==> config.mk <==
export PLATFORM = sky130hd
export DESIGN_NAME = cfl_loader
export DESIGN_NICKNAME = d
export VERILOG_FILES = /design/src/cfl_pkg.sv /design/src/cfl_shifter.sv /design/src/cfl_loader.sv
export SDC_FILE = /design/constraint.sdc
export NUM_CORES = 1
export LEC_CHECK = 0
export ABC_AREA = 1
export BUFFER_PORTS_ARGS = -buffer_cell sky130_fd_sc_hd__buf_2
export CAP_MARGIN = 20
export CORE_MARGIN = 2
export CORE_UTILIZATION = 40
export CTS_BUF_LIST = sky130_fd_sc_hd__clkbuf_4
export DETAILED_ROUTE_END_ITERATION = 8
export GPL_TIMING_DRIVEN = 0
export PLACE_DENSITY = 0.57
export SETUP_SLACK_MARGIN = 0.4
export SYNTH_ARGS = -nofsm -noshare
export SYNTH_HDL_FRONTEND = slang
export SYNTH_SLANG_ARGS = --single-unit
==> constraint.sdc <==
create_clock -name i_clock -period 5.25 [get_ports i_clock]
set_clock_uncertainty 0.2 [all_clocks]
set_input_delay 0 -clock i_clock [delete_from_list [all_inputs] [get_ports i_clock]]
set_output_delay 0 -clock i_clock [all_outputs]
set_load 0.02 [all_outputs]
==> src/cfl_pkg.sv <==
package cfl_pkg;
   // ----------------------------------------
   // Timing
   // ----------------------------------------
   localparam int CLK_PERIOD_NS = 10;
   localparam int CFG_CLK_PERIOD_NS = 160;
   localparam int CFG_HALF_CYC = CFG_CLK_PERIOD_NS / (2 * CLK_PERIOD_NS);
   localparam logic [3:0] DIV_LAST = 4'(CFG_HALF_CYC - 1);
   localparam logic [2:0] BIT_LAST = 3'h7;

   // ----------------------------------------
   // Mode and variant codes
   // ----------------------------------------
   localparam logic [2:0] MODE_MASTER_SERIAL = 3'h0;
   localparam logic [2:0] MODE_SERIAL_FLASH = 3'h1;
   localparam logic [2:0] MODE_PARALLEL_FLASH = 3'h2;
   localparam logic [2:0] VAR_FAST = 3'h7;
   localparam logic [2:0] VAR_READ = 3'h5;
   localparam logic [2:0] VAR_ARRAY = 3'h6;
   localparam logic [7:0] CMD_FAST_READ = 8'h0B;
   localparam logic [7:0] CMD_READ = 8'h03;
   localparam logic [7:0] CMD_READ_ARRAY = 8'hE8;
   localparam logic [7:0] FILL_BYTE = 8'h00;

   // ----------------------------------------
   // Counts
   // ----------------------------------------
   localparam int LEN_W = 24;
   localparam logic [LEN_W-1:0] CNT_ONE = 24'h1;
   localparam logic [LEN_W-1:0] ADDR_LAST = 24'h2;
   localparam logic [LEN_W-1:0] DUMMY_FAST = 24'h1;
   localparam logic [LEN_W-1:0] DUMMY_READ = 24'h0;
   localparam logic [LEN_W-1:0] DUMMY_ARRAY = 24'h4;

   // ----------------------------------------
   // Register map
   // ----------------------------------------
   localparam int AW = 12;
   localparam logic [AW-1:0] REG_CTRL = 12'h000;
   localparam logic [AW-1:0] REG_LEN = 12'h004;
   localparam logic [AW-1:0] REG_STATUS = 12'h008;
   localparam logic [AW-1:0] REG_COUNT = 12'h00C;
   localparam int CTRL_DAISY_BIT = 0;
   localparam int CTRL_EXT_DONE_BIT = 1;
   localparam int ST_DONE_BIT = 0;
   localparam int ST_ERR_BIT = 1;
   localparam int ST_BUSY_BIT = 2;
   localparam int ST_MODE_LSB = 4;
   localparam int ST_VAR_LSB = 8;
   localparam int ST_PUD_BIT = 12;
   localparam int ST_CLKIN_BIT = 13;

   // ----------------------------------------
   // Types
   // ----------------------------------------
   typedef struct packed {
      logic pullup_disable_strap;
      logic [2:0] mode;
      logic [2:0] flash_variant_straps;
   } cfl_straps_t;

   typedef enum logic [3:0] {
      ST_IDLE, ST_DECIDE, ST_CMD, ST_ADDR, ST_DUMMY, ST_DATA, ST_FIN, ST_EXT, ST_ERR
   } cfl_state_t;
endpackage

==> src/cfl_shifter.sv <==
// Byte shifter, clock idle low, mosi moves on falling edge, miso taken on rising
module cfl_shifter (
   // Clock and reset
   input wire logic i_clock,
   input wire logic i_rst,
   // Byte request
   input wire logic i_start,
   input wire logic [7:0] i_tx_byte,
   input wire logic i_miso,
   // Serial side and result
   output logic o_sclk,
   output logic o_mosi,
   output logic [7:0] o_rx_byte,
   output logic o_busy,
   output logic o_done
);
   import cfl_pkg::*;

   logic [3:0] div_r;
   logic [2:0] bit_r;
   logic [7:0] tx_r;

   always_ff @(posedge i_clock) begin
      if (i_rst) begin
         div_r <= 4'h0;
         bit_r <= 3'h0;
         tx_r <= 8'h00;
         o_sclk <= 1'h0;
         o_mosi <= 1'h0;
         o_rx_byte <= 8'h00;
         o_busy <= 1'h0;
         o_done <= 1'h0;
      end else begin
         o_done <= 1'h0;
         if (!o_busy && i_start) begin
            o_busy <= 1'h1;
            tx_r <= i_tx_byte;
            o_mosi <= i_tx_byte[7];
            bit_r <= 3'h0;
            div_r <= 4'h0;
            o_sclk <= 1'h0;
         end else if (o_busy) begin
            if (div_r == DIV_LAST) begin
               div_r <= 4'h0;
               o_sclk <= ~o_sclk;
               if (!o_sclk) begin
                  o_rx_byte <= {o_rx_byte[6:0], i_miso};
               end else if (bit_r == BIT_LAST) begin
                  o_busy <= 1'h0;
                  o_done <= 1'h1;
               end else begin
                  bit_r <= bit_r + 3'h1;
                  tx_r <= {tx_r[6:0], 1'h0};
                  o_mosi <= tx_r[6];
               end
            end else begin
               div_r <= div_r + 4'h1;
            end
         end
      end
   end
endmodule // cfl_shifter

==> src/cfl_loader.sv <==
// How it works
// Mode and variant straps are caught when init pin rises.
// Variant code matters only in serial-flash mode.
// Variant 111 sends command 0x0B and one dummy byte.
// Variant 101 sends command 0x03 and no dummy byte.
// Variant 110 sends command 0xE8 and four dummy bytes.
// Pull-up strap low keeps user pull-ups on until done.
// Pull-up strap high turns pull-ups off, user pins float.
// Board presents stable strap levels when configuration starts.
// Board keeps the pull-up strap constant through configuration.
// Dual-purpose pins released only once done is high.
// Master serial, serial and parallel flash modes drive config clock.
// Parallel flash mode clocks config pin only for daisy chain.
// Other variant codes are reserved; no flash read is made.
// Command, zero 24-bit address, dummies, then data MSB first.
module cfl_loader (
   // Clock and reset
   input wire logic i_clock,
   input wire logic i_rst,
   // APB slave
   input wire logic i_psel,
   input wire logic i_penable,
   input wire logic i_pwrite,
   input wire logic [cfl_pkg::AW-1:0] i_paddr,
   input wire logic [31:0] i_pwdata,
   output logic [31:0] o_prdata,
   output logic o_pready,
   output logic o_pslverr,
   // Straps and init pin
   input wire cfl_pkg::cfl_straps_t i_straps,
   input wire logic i_init_n,
   // Config clock pin
   input wire logic i_config_clock_pin,
   output logic o_config_clock_pin,
   output logic o_config_clock_pin_oe,
   // Serial flash
   output logic o_flash_cs_n,
   output logic o_flash_mosi,
   input wire logic i_flash_miso,
   // Loaded data
   output logic [7:0] o_cfg_byte,
   output logic o_cfg_byte_valid,
   // User pin control
   output logic o_user_pullup_en,
   output logic o_user_pins_hiz,
   output logic o_dual_pins_release,
   output logic o_done
);
   import cfl_pkg::*;

   // ----------------------------------------
   // Declarations
   // ----------------------------------------
   cfl_straps_t straps_s1, straps_s2, cap_r;
   cfl_state_t state_r;
   logic init_s1, init_s2, init_s3, init_rise;
   logic miso_s1, miso_s2, config_clock_pin_s1, config_clock_pin_s2;
   logic daisy_r, ext_done_r, done_r, acc, hit;
   logic [LEN_W-1:0] len_r, cnt_r, cnt_nxt, dummy_n;
   logic [31:0] rd_data;
   logic [7:0] cmd, sh_tx, sh_rx;
   logic var_ok, sh_start, sh_busy, sh_done, sh_sclk, sh_mosi;
   logic shifting, drive_clk;
   logic [3:0] bdiv_r;
   logic bclk_r;

   // ----------------------------------------
   // Pin synchronisers
   // ----------------------------------------
   // Straps and pins are asynchronous, two flops before any use
   always_ff @(posedge i_clock) begin
      if (i_rst) begin
         straps_s1 <= '0;
         straps_s2 <= '0;
         init_s1 <= 1'h0;
         init_s2 <= 1'h0;
         init_s3 <= 1'h0;
         miso_s1 <= 1'h0;
         miso_s2 <= 1'h0;
         config_clock_pin_s1 <= 1'h0;
         config_clock_pin_s2 <= 1'h0;
      end else begin
         straps_s1 <= i_straps;
         straps_s2 <= straps_s1;
         init_s1 <= i_init_n;
         init_s2 <= init_s1;
         init_s3 <= init_s2;
         miso_s1 <= i_flash_miso;
         miso_s2 <= miso_s1;
         config_clock_pin_s1 <= i_config_clock_pin;
         config_clock_pin_s2 <= config_clock_pin_s1;
      end
   end

   assign init_rise = init_s2 & ~init_s3;

   // ----------------------------------------
   // Variant decode
   // ----------------------------------------
   always_comb begin
      cmd = FILL_BYTE;
      dummy_n = DUMMY_READ;
      var_ok = 1'h1;
      unique case (cap_r.flash_variant_straps)
         // fast read
         VAR_FAST: begin
            cmd = CMD_FAST_READ;
            dummy_n = DUMMY_FAST;
         end
         // plain read
         VAR_READ: begin
            cmd = CMD_READ;
            dummy_n = DUMMY_READ;
         end
         // read array
         VAR_ARRAY: begin
            cmd = CMD_READ_ARRAY;
            dummy_n = DUMMY_ARRAY;
         end
         // reserved code
         default: begin
            var_ok = 1'h0;
         end
      endcase
   end

   // ----------------------------------------
   // Sequencer
   // ----------------------------------------
   assign shifting = (state_r == ST_CMD) || (state_r == ST_ADDR) || (state_r == ST_DUMMY)
      || ((state_r == ST_DATA) && (len_r != '0));
   // Hold off a cycle after done so the next byte sees the new state
   assign sh_start = shifting && !sh_busy && !sh_done;
   // command first, then zero address and fill
   assign sh_tx = (state_r == ST_CMD) ? cmd : FILL_BYTE;
   assign cnt_nxt = cnt_r + CNT_ONE;

   always_ff @(posedge i_clock) begin
      if (i_rst) begin
         state_r <= ST_IDLE;
         cap_r <= '0;
         cnt_r <= '0;
         done_r <= 1'h0;
         o_flash_cs_n <= 1'h1;
         o_cfg_byte <= 8'h00;
         o_cfg_byte_valid <= 1'h0;
      end else begin
         o_cfg_byte_valid <= 1'h0;
         unique case (state_r)
            ST_IDLE: begin
               // catch straps on init rising
               if (init_rise) begin
                  cap_r <= straps_s2;
                  state_r <= ST_DECIDE;
               end
            end
            ST_DECIDE: begin
               cnt_r <= '0;
               // variant only used in serial flash mode
               if (cap_r.mode == MODE_SERIAL_FLASH) begin
                  if (var_ok) begin
                     o_flash_cs_n <= 1'h0;
                     state_r <= ST_CMD;
                  end else begin
                     state_r <= ST_ERR;
                  end
               end else if (cap_r.mode == MODE_MASTER_SERIAL) begin
                  state_r <= ST_DATA;
               end else begin
                  state_r <= ST_EXT;
               end
            end
            ST_CMD: begin
               if (sh_done) begin
                  state_r <= ST_ADDR;
               end
            end
            ST_ADDR: begin
               // three zero address bytes
               if (sh_done) begin
                  if (cnt_r == ADDR_LAST) begin
                     cnt_r <= '0;
                     state_r <= (dummy_n == '0) ? ST_DATA : ST_DUMMY;
                  end else begin
                     cnt_r <= cnt_nxt;
                  end
               end
            end
            ST_DUMMY: begin
               // dummy byte count from variant
               if (sh_done) begin
                  if (cnt_nxt == dummy_n) begin
                     cnt_r <= '0;
                     state_r <= ST_DATA;
                  end else begin
                     cnt_r <= cnt_nxt;
                  end
               end
            end
            ST_DATA: begin
               // data streamed, MSB first
               if (len_r == '0) begin
                  state_r <= ST_FIN;
               end else if (sh_done) begin
                  o_cfg_byte <= sh_rx;
                  o_cfg_byte_valid <= 1'h1;
                  cnt_r <= cnt_nxt;
                  if (cnt_nxt == len_r) begin
                     state_r <= ST_FIN;
                  end
               end
            end
            ST_EXT: begin
               if (ext_done_r) begin
                  state_r <= ST_FIN;
               end
            end
            ST_FIN: begin
               o_flash_cs_n <= 1'h1;
               done_r <= 1'h1;
            end
            // reserved variant stops here, flash untouched
            ST_ERR: begin
               o_flash_cs_n <= 1'h1;
            end
         endcase
      end
   end

   cfl_shifter cfl_shifter_inst (
      .i_clock(i_clock),
      .i_rst(i_rst),
      .i_start(sh_start),
      .i_tx_byte(sh_tx),
      .i_miso(miso_s2),
      .o_sclk(sh_sclk),
      .o_mosi(sh_mosi),
      .o_rx_byte(sh_rx),
      .o_busy(sh_busy),
      .o_done(sh_done)
   );

   // ----------------------------------------
   // Config clock and pins
   // ----------------------------------------
   // this end drives the config clock in the three master modes
   assign drive_clk = !done_r && (state_r != ST_IDLE) && (cap_r.mode == MODE_MASTER_SERIAL
      || cap_r.mode == MODE_SERIAL_FLASH || cap_r.mode == MODE_PARALLEL_FLASH);

   // Gated divider, runs only in parallel flash mode when downstream parts share the clock
   always_ff @(posedge i_clock) begin
      if (i_rst) begin
         bdiv_r <= 4'h0;
         bclk_r <= 1'h0;
      end else if (daisy_r && cap_r.mode == MODE_PARALLEL_FLASH && state_r == ST_EXT) begin
         bdiv_r <= (bdiv_r == DIV_LAST) ? 4'h0 : bdiv_r + 4'h1;
         bclk_r <= (bdiv_r == DIV_LAST) ? ~bclk_r : bclk_r;
      end else begin
         bdiv_r <= 4'h0;
         bclk_r <= 1'h0;
      end
   end

   always_ff @(posedge i_clock) begin
      if (i_rst) begin
         o_config_clock_pin <= 1'h0;
         o_config_clock_pin_oe <= 1'h0;
         o_flash_mosi <= 1'h0;
      end else begin
         o_config_clock_pin_oe <= drive_clk;
         // parallel mode clock only for daisy chain
         o_config_clock_pin <= (cap_r.mode == MODE_PARALLEL_FLASH) ? bclk_r : sh_sclk;
         o_flash_mosi <= sh_mosi;
      end
   end

   always_ff @(posedge i_clock) begin
      if (i_rst) begin
         o_user_pullup_en <= 1'h0;
         o_user_pins_hiz <= 1'h1;
         o_dual_pins_release <= 1'h0;
         o_done <= 1'h0;
      end else begin
         // pull-ups held until done; R7: off when strap high
         o_user_pullup_en <= !done_r && !cap_r.pullup_disable_strap;
         o_user_pins_hiz <= !done_r;
         // release only with done
         o_dual_pins_release <= done_r;
         o_done <= done_r;
      end
   end

   // ----------------------------------------
   // APB registers
   // ----------------------------------------
   // One wait state keeps read data and ready straight from flops
   assign acc = i_psel & i_penable;

   always_comb begin
      rd_data = '0;
      hit = 1'h1;
      case (i_paddr)
         REG_CTRL: rd_data[CTRL_DAISY_BIT] = daisy_r;
         REG_LEN: rd_data[LEN_W-1:0] = len_r;
         REG_STATUS: begin
            rd_data[ST_DONE_BIT] = done_r;
            rd_data[ST_ERR_BIT] = (state_r == ST_ERR);
            rd_data[ST_BUSY_BIT] = sh_busy;
            rd_data[ST_MODE_LSB +: 3] = cap_r.mode;
            rd_data[ST_VAR_LSB +: 3] = cap_r.flash_variant_straps;
            rd_data[ST_PUD_BIT] = cap_r.pullup_disable_strap;
            rd_data[ST_CLKIN_BIT] = config_clock_pin_s2;
         end
         REG_COUNT: rd_data[LEN_W-1:0] = cnt_r;
         default: hit = 1'h0;
      endcase
   end

   always_ff @(posedge i_clock) begin
      if (i_rst) begin
         o_pready <= 1'h0;
         o_prdata <= '0;
         o_pslverr <= 1'h0;
         daisy_r <= 1'h0;
         ext_done_r <= 1'h0;
         len_r <= '0;
      end else begin
         o_pready <= acc & ~o_pready;
         ext_done_r <= 1'h0;
         if (acc && !o_pready) begin
            o_prdata <= i_pwrite ? '0 : rd_data;
            o_pslverr <= ~hit;
         end
         if (acc && o_pready && i_pwrite) begin
            if (i_paddr == REG_CTRL) begin
               daisy_r <= i_pwdata[CTRL_DAISY_BIT];
               ext_done_r <= i_pwdata[CTRL_EXT_DONE_BIT];
            end
            if (i_paddr == REG_LEN) begin
               len_r <= i_pwdata[LEN_W-1:0];
            end
         end
      end
   end
endmodule // cfl_loader

==> results of run 1 <==
-- layout by cell type (no fill, tap or decap), drive strengths merged, types with 3 or more instances in the layout --
| cell type | n |
|---|---|
| nor4 | 9 |
| inv | 136 |
| a21oi | 125 |
| nor3 | 12 |
| xor2 | 5 |
| o21ai | 56 |
| o221ai | 10 |
| conb | 8 |
| nor2 | 109 |
| buf | 112 |
| ha | 6 |
| dfxtp | 156 |
| clkinv | 5 |
| nand4 | 17 |
| clkbuf | 50 |
| bufinv | 3 |
| nand2 | 295 |
| o22ai | 15 |
| dlygate4sd3 | 66 |
| nand3 | 97 |
-- power by group through the flow --
stage	clock network (mW)	logic, mW	registers (mW)
2_1_floorplan	0	0.300	1.30
3_3_place_gp	0	0.448	1.30
3_5_place_dp	0	0.449	1.30
4_1_cts	0.877	0.487	1.27
5_1_grt	0.924	0.549	1.28
6_report	0.862	0.492	1.27
-- flip-flops by register name, indices dropped and copies added, names as in the netlist, 3 cells and up --
register / flops
straps_s1: 7
o_cfg_byte: 8
bdiv_r: 4
o_prdata: 24
len_r: 24
cfl_shifter_inst.tx_r: 7
straps_s2: 7
cnt_r: 24
state_r: 4
cfl_shifter_inst.div_r: 4
cfl_shifter_inst.o_rx_byte: 8
cap_r: 7
cfl_shifter_inst.bit_r: 3
-- layer usage --
metal  GRT usage [%]  wire length, um  vias up
met3            4.05             1050       51
met2            41.6            11500      219
met4            9.11              771        0
li1                -                -     3988
met1            31.3            10800     3601
met5               0                0        -
-- worst paths after layout --
| check | end | slack, ps | depth (start not counted) |
|---|---|---|---|
| min reg2reg | straps_s2[5] | 210 | 2 |
| max reg2reg | state_r[2] | 2440 | 17 |
| min | len_r[10] | 20 | 4 |
| max | len_r[16] | 1710 | 13 |
-- layout make-up --
cell class	count	area [sq um]
buffer	51	268
multi-input combinational	779	3740
tap	234	293
timing repair buffer	159	1130
clock inverter	14	195
fill	1990	9270
inverter	131	492
clock buffer	18	135
sequential	156	3120
-- stage by stage --
step           worst slack, ps  hold slack (ps)  power [mW]  area (sq um)  utilization, %
5_1_grt                   1560             11.1        2.75          9370            50.3
2_1_floorplan             3010             -116        1.60          7620               -
6_report                  1710             24.7        2.63          9370            50.3
3_3_place_gp              2510            -2.25        1.75          8380            45.0
4_1_cts                   1770             4.08        2.64          9370            50.3
3_5_place_dp              2480             4.64        1.75          8380            45.0
-- worst min-delay path, stage by stage --
cell	delay, ps
dlygate4sd3_1	510
buf_2	90
o21ai_0	70
a21oi_1	100
-- kinds of logic after synthesis --
logic type	synth area share [%]
AOI/OAI and AO/OA	15.4
other	0.0494
xor gates and xnor gates	0.807
buffers and inverters	10.0
adders and majority gates	0.988
and+or+nand+nor	31.6
DFF	41.1
==> results.toml, run 1 <==
[status]
outcome = "finished, final reports clean"

[detailed_routing]
detailedRoute.firstIterationViolations = 622
detail-route-antenna-nets = 0
route.detailed.vias_per_inst = 5.10
drt_pass1_iterations = 8
routedWlPerCell_um = 15.7
drc = 0
number_of_vias_in_the_routed_layout = 7859
wl_um = 24100

[sta]
slew-limit-headroom_pct = 48.4
timing.final.crit_period_ps = 3540
report.final.slew_viol_count = 0
setup_tns_ps = 0
setup_violations = 0
min_period_over_period_pct = 67.4
final-hold-violation-count = 0
fmax_mhz = 282
tightestPinTransition_ps = 774
grt_setup_unrepaired = "false"

[synthesis]
synth.top_cell.area_share_pct = 41.1
syn_area_sq_um = 7600
synth.yosys.warnings = 0
synth-seq-area-share_pct = 41.1
synth.top_cells.by_count = "nand2_1 (282), dfxtp_1 (156), a21oi_1 (123), inv_1 (122), nor2_1 (95)"
synth-async-reset-ratio_pct = 0
post_synth_inst_count = 1110
synth.avg_cell_area_sq_um = 6.84
count_of_flip_flops_with_a_built_in_enable_after_synthesis = 0
synth_top_cell_by_area = "dfxtp_1"
synth_seq_cells = 156
ys_top_cells_by_area = "dfxtp_1 (41%), nand2_1 (14%), a21oi_1 (8.1%)"
ys_types = 44
dominantRegCellSynth = "dfxtp_1"
synth_most_common_cell = "nand2_1"

[grt]
grt_antenna_before_repair = 0
grt_pass1_wl_um = 38200
maximum_number_of_pins_on_one_net_before_global_route_repair = 17
groute.usage.overall_pct = 24.5
grt_overflow = 0
first_global_vias = 7486

[setup_path]
path_delay_family = "buffers and inverters"
path_buf_inv = 8
timing.critical_path.fanout_max = 10
worstSetupStartpoint = "i_paddr[8]"
cp_data_required_time_ps = 5580
worst_path_most_repeated_cell = "dlygate4sd3_1"
critical_path.cell_chain = "dlygate4sd3_1 -> buf_2 -> nor4_1 -> dlygate4sd3_1 -> nand2_1 -> dlygate4sd3_1 -> inv_1 -> nand4_1 -> nor2_1 -> inv_1 -> clkbuf_1 -> clkbuf_1 -> a21oi_1"
timing.critical_path.slowest_cell_delay_ps = 580
worstSetupPathType = "primary input to flop"
critical_path.reg2reg.startpoint = "cnt_r[1]"
timing.critical_path.slowest_stage_cell = "dlygate4sd3_1"
crit_path_end_kind = "flop"
critical_path_data_arrival_time_ps = 3870
critical_path_start_type = "primary input"

[clocking]
cts.path.max_buffers = 2
clk_pin_slew_worst_paths_ps = 150
total_of_hold_buffers_inserted_after_clock_tree_synthesis = 66
numCtsBuffers = 17
cts_setup_buffers = 0
worst_skew_pair.late_latency_ps = 590
cts_tree = "yes"
clock_root_cell = "clkbuf_4"
post_cts.resized_instances = 0
numClockSinks = 156
h-tree-depth = 4

[cells_and_area]
area_growth_pct = 23.4
fin_nets = 1360
layout-drive-gt1-share_pct = 14.4
final_cells = 1542
antennaDiodeCount = 0

[pwr]
cellLeakagePower_nw = 3.85
sw_frac_of_total_pct = 33.0
vdd_drop_max_v = 0.000154
intPower_mw = 1.76
pwr_per_cell_area_nw_per_um2 = 280
combinationalPowerShare_pct = 18.7
seqPwrFrac_pct = 48.4
power.switching_uw = 866
clock_power_share_pct = 32.8

[place]
place.port_buffers = 93
placed_cells_incl_taps = 1444
place.gp.congestion = 0.944
dpl.hpwl_um = 18100

[min_path]
timing.hold.worst.start = "i_pwdata[10]"
worstHoldPathType = "primary input to flop"

[floorplanning]
floorplan.die.height_um = 142
design.portCount = 110
floorplan.initialDensity_pct = 40.7
placement_rows = 50
fp.coreArea_sq_um = 18600
floorplan.die_area_sq_um = 20100
die_width_um = 142

[job]
max_cap_viol_count = 0
(Power assumes the default switching activity.)
==> inputs of run 2 (changes only) <==
--- a/config.mk
+++ b/config.mk
@@ -5,7 +5,7 @@
 export SDC_FILE = /design/constraint.sdc
 export NUM_CORES = 1
 export LEC_CHECK = 0
-export ABC_AREA = 1
+export ABC_AREA = 0
 export BUFFER_PORTS_ARGS = -buffer_cell sky130_fd_sc_hd__buf_2
 export CAP_MARGIN = 20
 export CORE_MARGIN = 2
==> constraint.sdc (replaced) <==
create_clock -name i_clock -period 3.4 [get_ports i_clock]
set_clock_uncertainty 0.2 [all_clocks]
set_input_delay 0 -clock i_clock [delete_from_list [all_inputs] [get_ports i_clock]]
set_output_delay 0 -clock i_clock [all_outputs]
set_load 0.02 [all_outputs]
==> results.toml, run 2 <==
[status]
outcome = "finished with violations"
failing_checks = "DRC, setup timing"

[setup_path]
crit_path_end_kind = "flop"
reg2reg_depth = 11
worstSetupPathType = "flop to flop"
cp_data_required_time_ps = 3720
critical_path_data_arrival_time_ps = 3790
rrSetupSlack_ps = -70
critical_path.reg2reg.startpoint = "cnt_r[7]"
end_of_the_worst_register_to_register_path = "state_r[2]"
timing.critical_path.fanout_max = 5
worstSetupStartpoint = "cnt_r[7]"
critical_path_start_type = "flop"

[cells_and_area]
area_growth_pct = 35.3
final_cell_mix = "dfxtp_1 (145), nand2_1 (108), nor2_1 (102), buf_2 (96), dlygate4sd3_1 (83)"
top_regs = "cnt_r: 24 flops, len_r: 24 flops, o_prdata: 24 flops"
final_cells = 1480
fin_nets = 1267
utilization_pct = 54.9
most_common_cell_after_layout_fill_and_taps_aside = "dfxtp_1"
layout-drive-gt1-share_pct = 23.4

[synthesis]
synth.yosys.warnings = 0
synth-async-reset-ratio_pct = 0
syn_area_sq_um = 7880
synth_top_cell_by_area = "dfxtp_1"
ys_types = 67
synth_most_common_cell = "dfxtp_1"
count_of_flip_flops_with_a_built_in_enable_after_synthesis = 0
synth.avg_cell_area_sq_um = 8.21
post_synth_inst_count = 959
synth.top_cells.by_count = "dfxtp_1 (156), nand2_1 (109), nor2_1 (103), a21oi_1 (74), clkbuf_1 (51)"
synth.top_cell.area_share_pct = 39.6
synth_seq_cells = 156
synth-seq-area-share_pct = 39.6
ys_top_cells_by_area = "dfxtp_1 (40%), nand2_1 (5.2%), nor2_1 (4.9%)"
dominantRegCellSynth = "dfxtp_1"

[place]
place.gp.congestion = 0.960
dpl.hpwl_um = 18700
placed_cells_incl_taps = 1323
place.port_buffers = 92
pre_cts_slack_ps = -446

[sta]
setup_violations = 3
final-hold-violation-count = 0
slew-limit-headroom_pct = 35.5
tightestPinTransition_ps = 967
report.final.slew_viol_count = 0
timing.final.crit_period_ps = 3470
post-route-worst-setup-slack_ps = -72.4
fmax_mhz = 288
min_period_over_period_pct = 102
setup_tns_ps = -106
grt_setup_unrepaired = "true"

[clocking]
clock_root_cell = "clkbuf_4"
numClockSinks = 156
cts_tree = "yes"
worst_skew_pair.late_latency_ps = 600
cts.path.max_buffers = 2
numCtsBuffers = 17
h-tree-depth = 4
clk_pin_slew_worst_paths_ps = 140

[detailed_routing]
routedWlPerCell_um = 18.4
number_of_vias_in_the_routed_layout = 8165
detailedRoute.firstIterationViolations = 832
wl_um = 27200
drt_pass1_iterations = 8
detail-route-antenna-nets = 0
drc = 4
route.detailed.vias_per_inst = 5.52

[pwr]
pwr_per_cell_area_nw_per_um2 = 348
sw_frac_of_total_pct = 29.4
cellLeakagePower_nw = 4.12
power.switching_mw = 1.09
vdd_drop_max_v = 0.000356
power_mw = 3.70
seqPwrFrac_pct = 50.8
clock_power_share_pct = 35.7
intPower_mw = 2.62
combinationalPowerShare_pct = 13.4

[floorplanning]
die_width_um = 144
placement_rows = 51
fp.coreArea_sq_um = 19400
floorplan.die_area_sq_um = 20800
design.portCount = 110
floorplan.initialDensity_pct = 40.6
floorplan.die.height_um = 144

[grt]
grt_overflow = 0
groute.usage.overall_pct = 25.5
grt_antenna_before_repair = 1
maximum_number_of_pins_on_one_net_before_global_route_repair = 17
first_global_vias = 7493
grt_pass1_wl_um = 40700

[min_path]
timing.hold.worst.start = "i_psel"
min_delay_path_depth = 6
worstHoldPathType = "primary input to flop"
timing.hold.worst_endpoint = "len_r[20]"

[job]
max_cap_viol_count = 0
==> run 2: changes by cell type after synthesis, sizes merged, moves of 19 or more <==
cell | before | now
mux2i | 0 | 30
o21ai | 56 | 36
clkbuf | 32 | 51
nand2 | 295 | 109
a22oi | 0 | 25
nand3 | 97 | 28
a21oi | 125 | 74
xnor2 | 2 | 29
inv | 127 | 18
nor2b | 0 | 36
==> run 2: worst max path at each step <==
stage,to,cells past startpoint
6_report,state_r[2],11
5_1_grt,state_r[2],12
4_1_cts,state_r[2],11
3_5_place_dp,state_r[2],10
3_3_place_gp,state_r[2],11
2_1_floorplan,state_r[2],10
==> run 2: cell type report <==
cell class	instances	area, sq um
sequential	156	3140
timing repair buffer	217	1670
clock buffer	17	128
buffer	85	514
fill	1894	8740
antenna	1	2.50
inverter	18	67.6
clock inverter	14	199
multi-input combinational	707	4600
tap	265	332
==> run 2: kinds of logic after synthesis <==
logic type	count (synthesis)	synth area share, %
buffers and inverters	103	6.05
other	1	0.0476
XOR/XNOR	43	4.78
multiplexers	44	5.96
adder cells (fa/ha/maj)	6	0.953
AND/OR/NAND/NOR	403	26.2
AO/OA/AOI/OAI	203	16.4
flip-flops	156	39.6
==> run 2: timing repair <==
action,in CTS,in global routing
hold buffers,83,0
pin swaps,12,12
endpoints found under the hold margin,92,0
resized for setup,36,69
gates cloned,0,3
endpoints found under the setup margin,27,38
buffers inserted,27,12
==> run 2: power by group through the flow <==
stage | combinational [mW] | sequential (mW) | clock [mW]
global placement | 0.365 | 1.92 | 0
detailed placement | 0.364 | 1.92 | 0
global route | 0.540 | 1.89 | 1.42
finish | 0.498 | 1.88 | 1.32
floorplan | 0.232 | 1.92 | 0
CTS | 0.444 | 1.88 | 1.35
==> run 2: worst max-delay path, cell delays in order, from the launching register on <==
cell	delay, ps
dfxtp_2	350
buf_6	110
nand4_1	140
or3_4	360
or4_4	570
xnor2_4	160
nor4_4	320
nand4_2	150
buf_6	170
a211o_1	270
or4b_1	460
a21oi_1	130
==> run 2: through the flow <==
| stage | instance area, sq um | hold slack (ps) |
|---|---|---|
| 3_5_place_dp | 8750 | 13.2 |
| 2_1_floorplan | 7960 | -71.8 |
| 4_1_cts | 10200 | 7.05 |
| 6_report | 10700 | 14.2 |
| 3_3_place_gp | 8750 | 10.6 |
| 5_1_grt | 10700 | 12.0 |
==> run 2: metal layers <==
layer,global-route usage (%),part of all wire (%)
met5,0,0
met4,11.4,4.4
met3,5.66,6.9
met2,41.4,47
met1,32.5,42
==> inputs of run 3 (changes only) <==
==> constraint.sdc (replaced) <==
create_clock -name i_clock -period 3.4 [get_ports i_clock]
set_clock_uncertainty 0.2 [all_clocks]
set_input_delay 0.17 -clock i_clock [delete_from_list [all_inputs] [get_ports i_clock]]
set_output_delay 0.17 -clock i_clock [all_outputs]
set_load 0.02 [all_outputs]
==> results.toml, run 3 (synthesis results as in run 2) <==
[setup_path]
timing.critical_path.slowest_stage_cell = "nor4_1"
critical_path_data_arrival_time_ps = 3800
worst_path_most_repeated_cell = "nor4_1"
end_of_the_worst_register_to_register_path = "state_r[2]"
path_buf_inv = 2
timing.critical_path.slowest_cell_delay_ps = 440
critical_path.cell_chain = "buf_4 -> inv_1 -> ha_1 -> xnor2_1 -> nor2_1 -> o2111ai_1 -> nor4_1 -> nand3_1 -> nor4_1 -> a31o_2 -> or4b_1 -> a21oi_1"
rrSetupSlack_ps = -80
crit_path_end_kind = "flop"
worstSetupPathType = "flop to flop"
timing.critical_path.fanout_max = 10
path_delay_family = "simple AND/OR/NAND/NOR gates"
critical_path.reg2reg.startpoint = "cnt_r[0]"
critical_path_start_type = "flop"
reg2reg_depth = 12
cp_data_required_time_ps = 3720

[grt]
maximum_number_of_pins_on_one_net_before_global_route_repair = 17
grt_overflow = 0
groute.usage.overall_pct = 25.3
first_global_vias = 7289
grt_pass1_wl_um = 40200
grt_antenna_before_repair = 1

[pwr]
power_mw = 3.68
cellLeakagePower_nw = 3.98
vdd_drop_max_v = 0.000356
pwr_per_cell_area_nw_per_um2 = 358

[sta]
final-hold-violation-count = 0
fmax_mhz = 287
report.final.slew_viol_count = 0
timing.final.crit_period_ps = 3480
slew-limit-headroom_pct = 34.3
tightestPinTransition_ps = 985
min_period_over_period_pct = 102
setup_tns_ps = -155
grt_setup_unrepaired = "true"
post-route-worst-setup-slack_ps = -82.1
setup_violations = 6

[detailed_routing]
drt_pass1_iterations = 7
number_of_vias_in_the_routed_layout = 7988
wl_um = 26900
detailedRoute.firstIterationViolations = 746
drc = 0
routedWlPerCell_um = 18.6
detail-route-antenna-nets = 0
route.detailed.vias_per_inst = 5.54

[cells_and_area]
layout-drive-gt1-share_pct = 24.2
final_cells = 1442
most_common_cell_after_layout_fill_and_taps_aside = "dfxtp_1"
fin_nets = 1229
final_cell_mix = "dfxtp_1 (145), nand2_1 (108), nor2_1 (102), buf_2 (96), a21oi_1 (70)"
utilization_pct = 53.0
top_regs = "cnt_r: 24 flops, len_r: 24 flops, o_prdata: 24 flops"
area_growth_pct = 30.4

[place]
dpl.hpwl_um = 18700
place.gp.congestion = 0.960
place.port_buffers = 92
placed_cells_incl_taps = 1323
pre_cts_slack_ps = -446

[status]
outcome = "finished with violations"
failing_checks = "setup timing"

[floorplanning]
fp.coreArea_sq_um = 19400
floorplan.initialDensity_pct = 40.6
floorplan.die.height_um = 144
floorplan.die_area_sq_um = 20800
placement_rows = 51
die_width_um = 144
design.portCount = 110

[clocking]
cts_tree = "yes"
numCtsBuffers = 17
h-tree-depth = 4
worst_skew_pair.late_latency_ps = 600
clock_root_cell = "clkbuf_4"
cts.path.max_buffers = 2
numClockSinks = 156
clk_pin_slew_worst_paths_ps = 160

[job]
max_cap_viol_count = 0

[min_path]
min_delay_path_depth = 6
worstHoldPathType = "primary input to flop"
timing.hold.worst.start = "i_psel"
timing.hold.worst_endpoint = "len_r[0]"
-- run 3: cell types whose count changed in the layout (fill, tap and decap cells not counted), sizes merged --
cell	delta
dlygate4sd3	-38
-- run 3: through the flow --
stage / instance area [sq um] / hold WS [ps]
3_3_place_gp: 8750 / 181
4_1_cts: 9850 / 16.4
3_5_place_dp: 8750 / 183
2_1_floorplan: 7960 / 98.2
5_1_grt: 10300 / 69.5
6_report: 10300 / 30.8
-- run 3: metal layers --
metal | vias to the layer above | wire (um) | GRT usage, %
li1 | 3796 | - | -
met1 | 3761 | 11600 | 32.7
met2 | 336 | 12400 | 40.8
met3 | 95 | 1650 | 5.40
met4 | 0 | 1170 | 11.2
met5 | - | 0 | 0
-- run 3: power breakdown --
part           switching [mW]  total (mW)  internal (mW)
Sequential             0.0187        1.88           1.86
Combinational           0.282       0.472          0.190
Clock                   0.787        1.33          0.539
Total                    1.09        3.68           2.59
-- run 3: layout make-up --
| type | count | area, sq um |
|---|---|---|
| Timing Repair Buffer | 179 | 1290 |
| Tap cell | 265 | 332 |
| Sequential cell | 156 | 3140 |
| Multi-Input combinational cell | 707 | 4600 |
| Antenna cell | 1 | 2.50 |
| Buffer | 85 | 517 |
| Fill cell | 1928 | 9120 |
| Clock buffer | 17 | 128 |
| Inverter | 18 | 67.6 |
| Clock inverter | 14 | 199 |
-- run 3: what timing repair did --
action                                 CTS  global route
gates resized for setup                 36            72
cloned                                   0             3
buffers inserted                        27            12
hold buffers                            45             0
setup endpoints to repair               27            54
pin swaps                               12            12
endpoints found under the hold margin   49             0
-- run 3: worst max path at each step --
stage	from	to	slack, ps	cells past startpoint
3_5_place_dp	cnt_r[11]	state_r[2]	-450	10
6_report	cnt_r[0]	state_r[2]	-80	12
2_1_floorplan	cnt_r[10]	state_r[2]	110	10
5_1_grt	cnt_r[10]	state_r[2]	-200	12
4_1_cts	cnt_r[3]	state_r[2]	-20	11
3_3_place_gp	cnt_r[1]	state_r[2]	-460	11
-- run 3: tightest hold or removal path, delay by kind of cell --
| family | cells | cell delay [ps] |
|---|---|---|
| compound gates | 1 | 50 |
| simple gates | 3 | 300 |
| buf+inv | 2 | 270 |
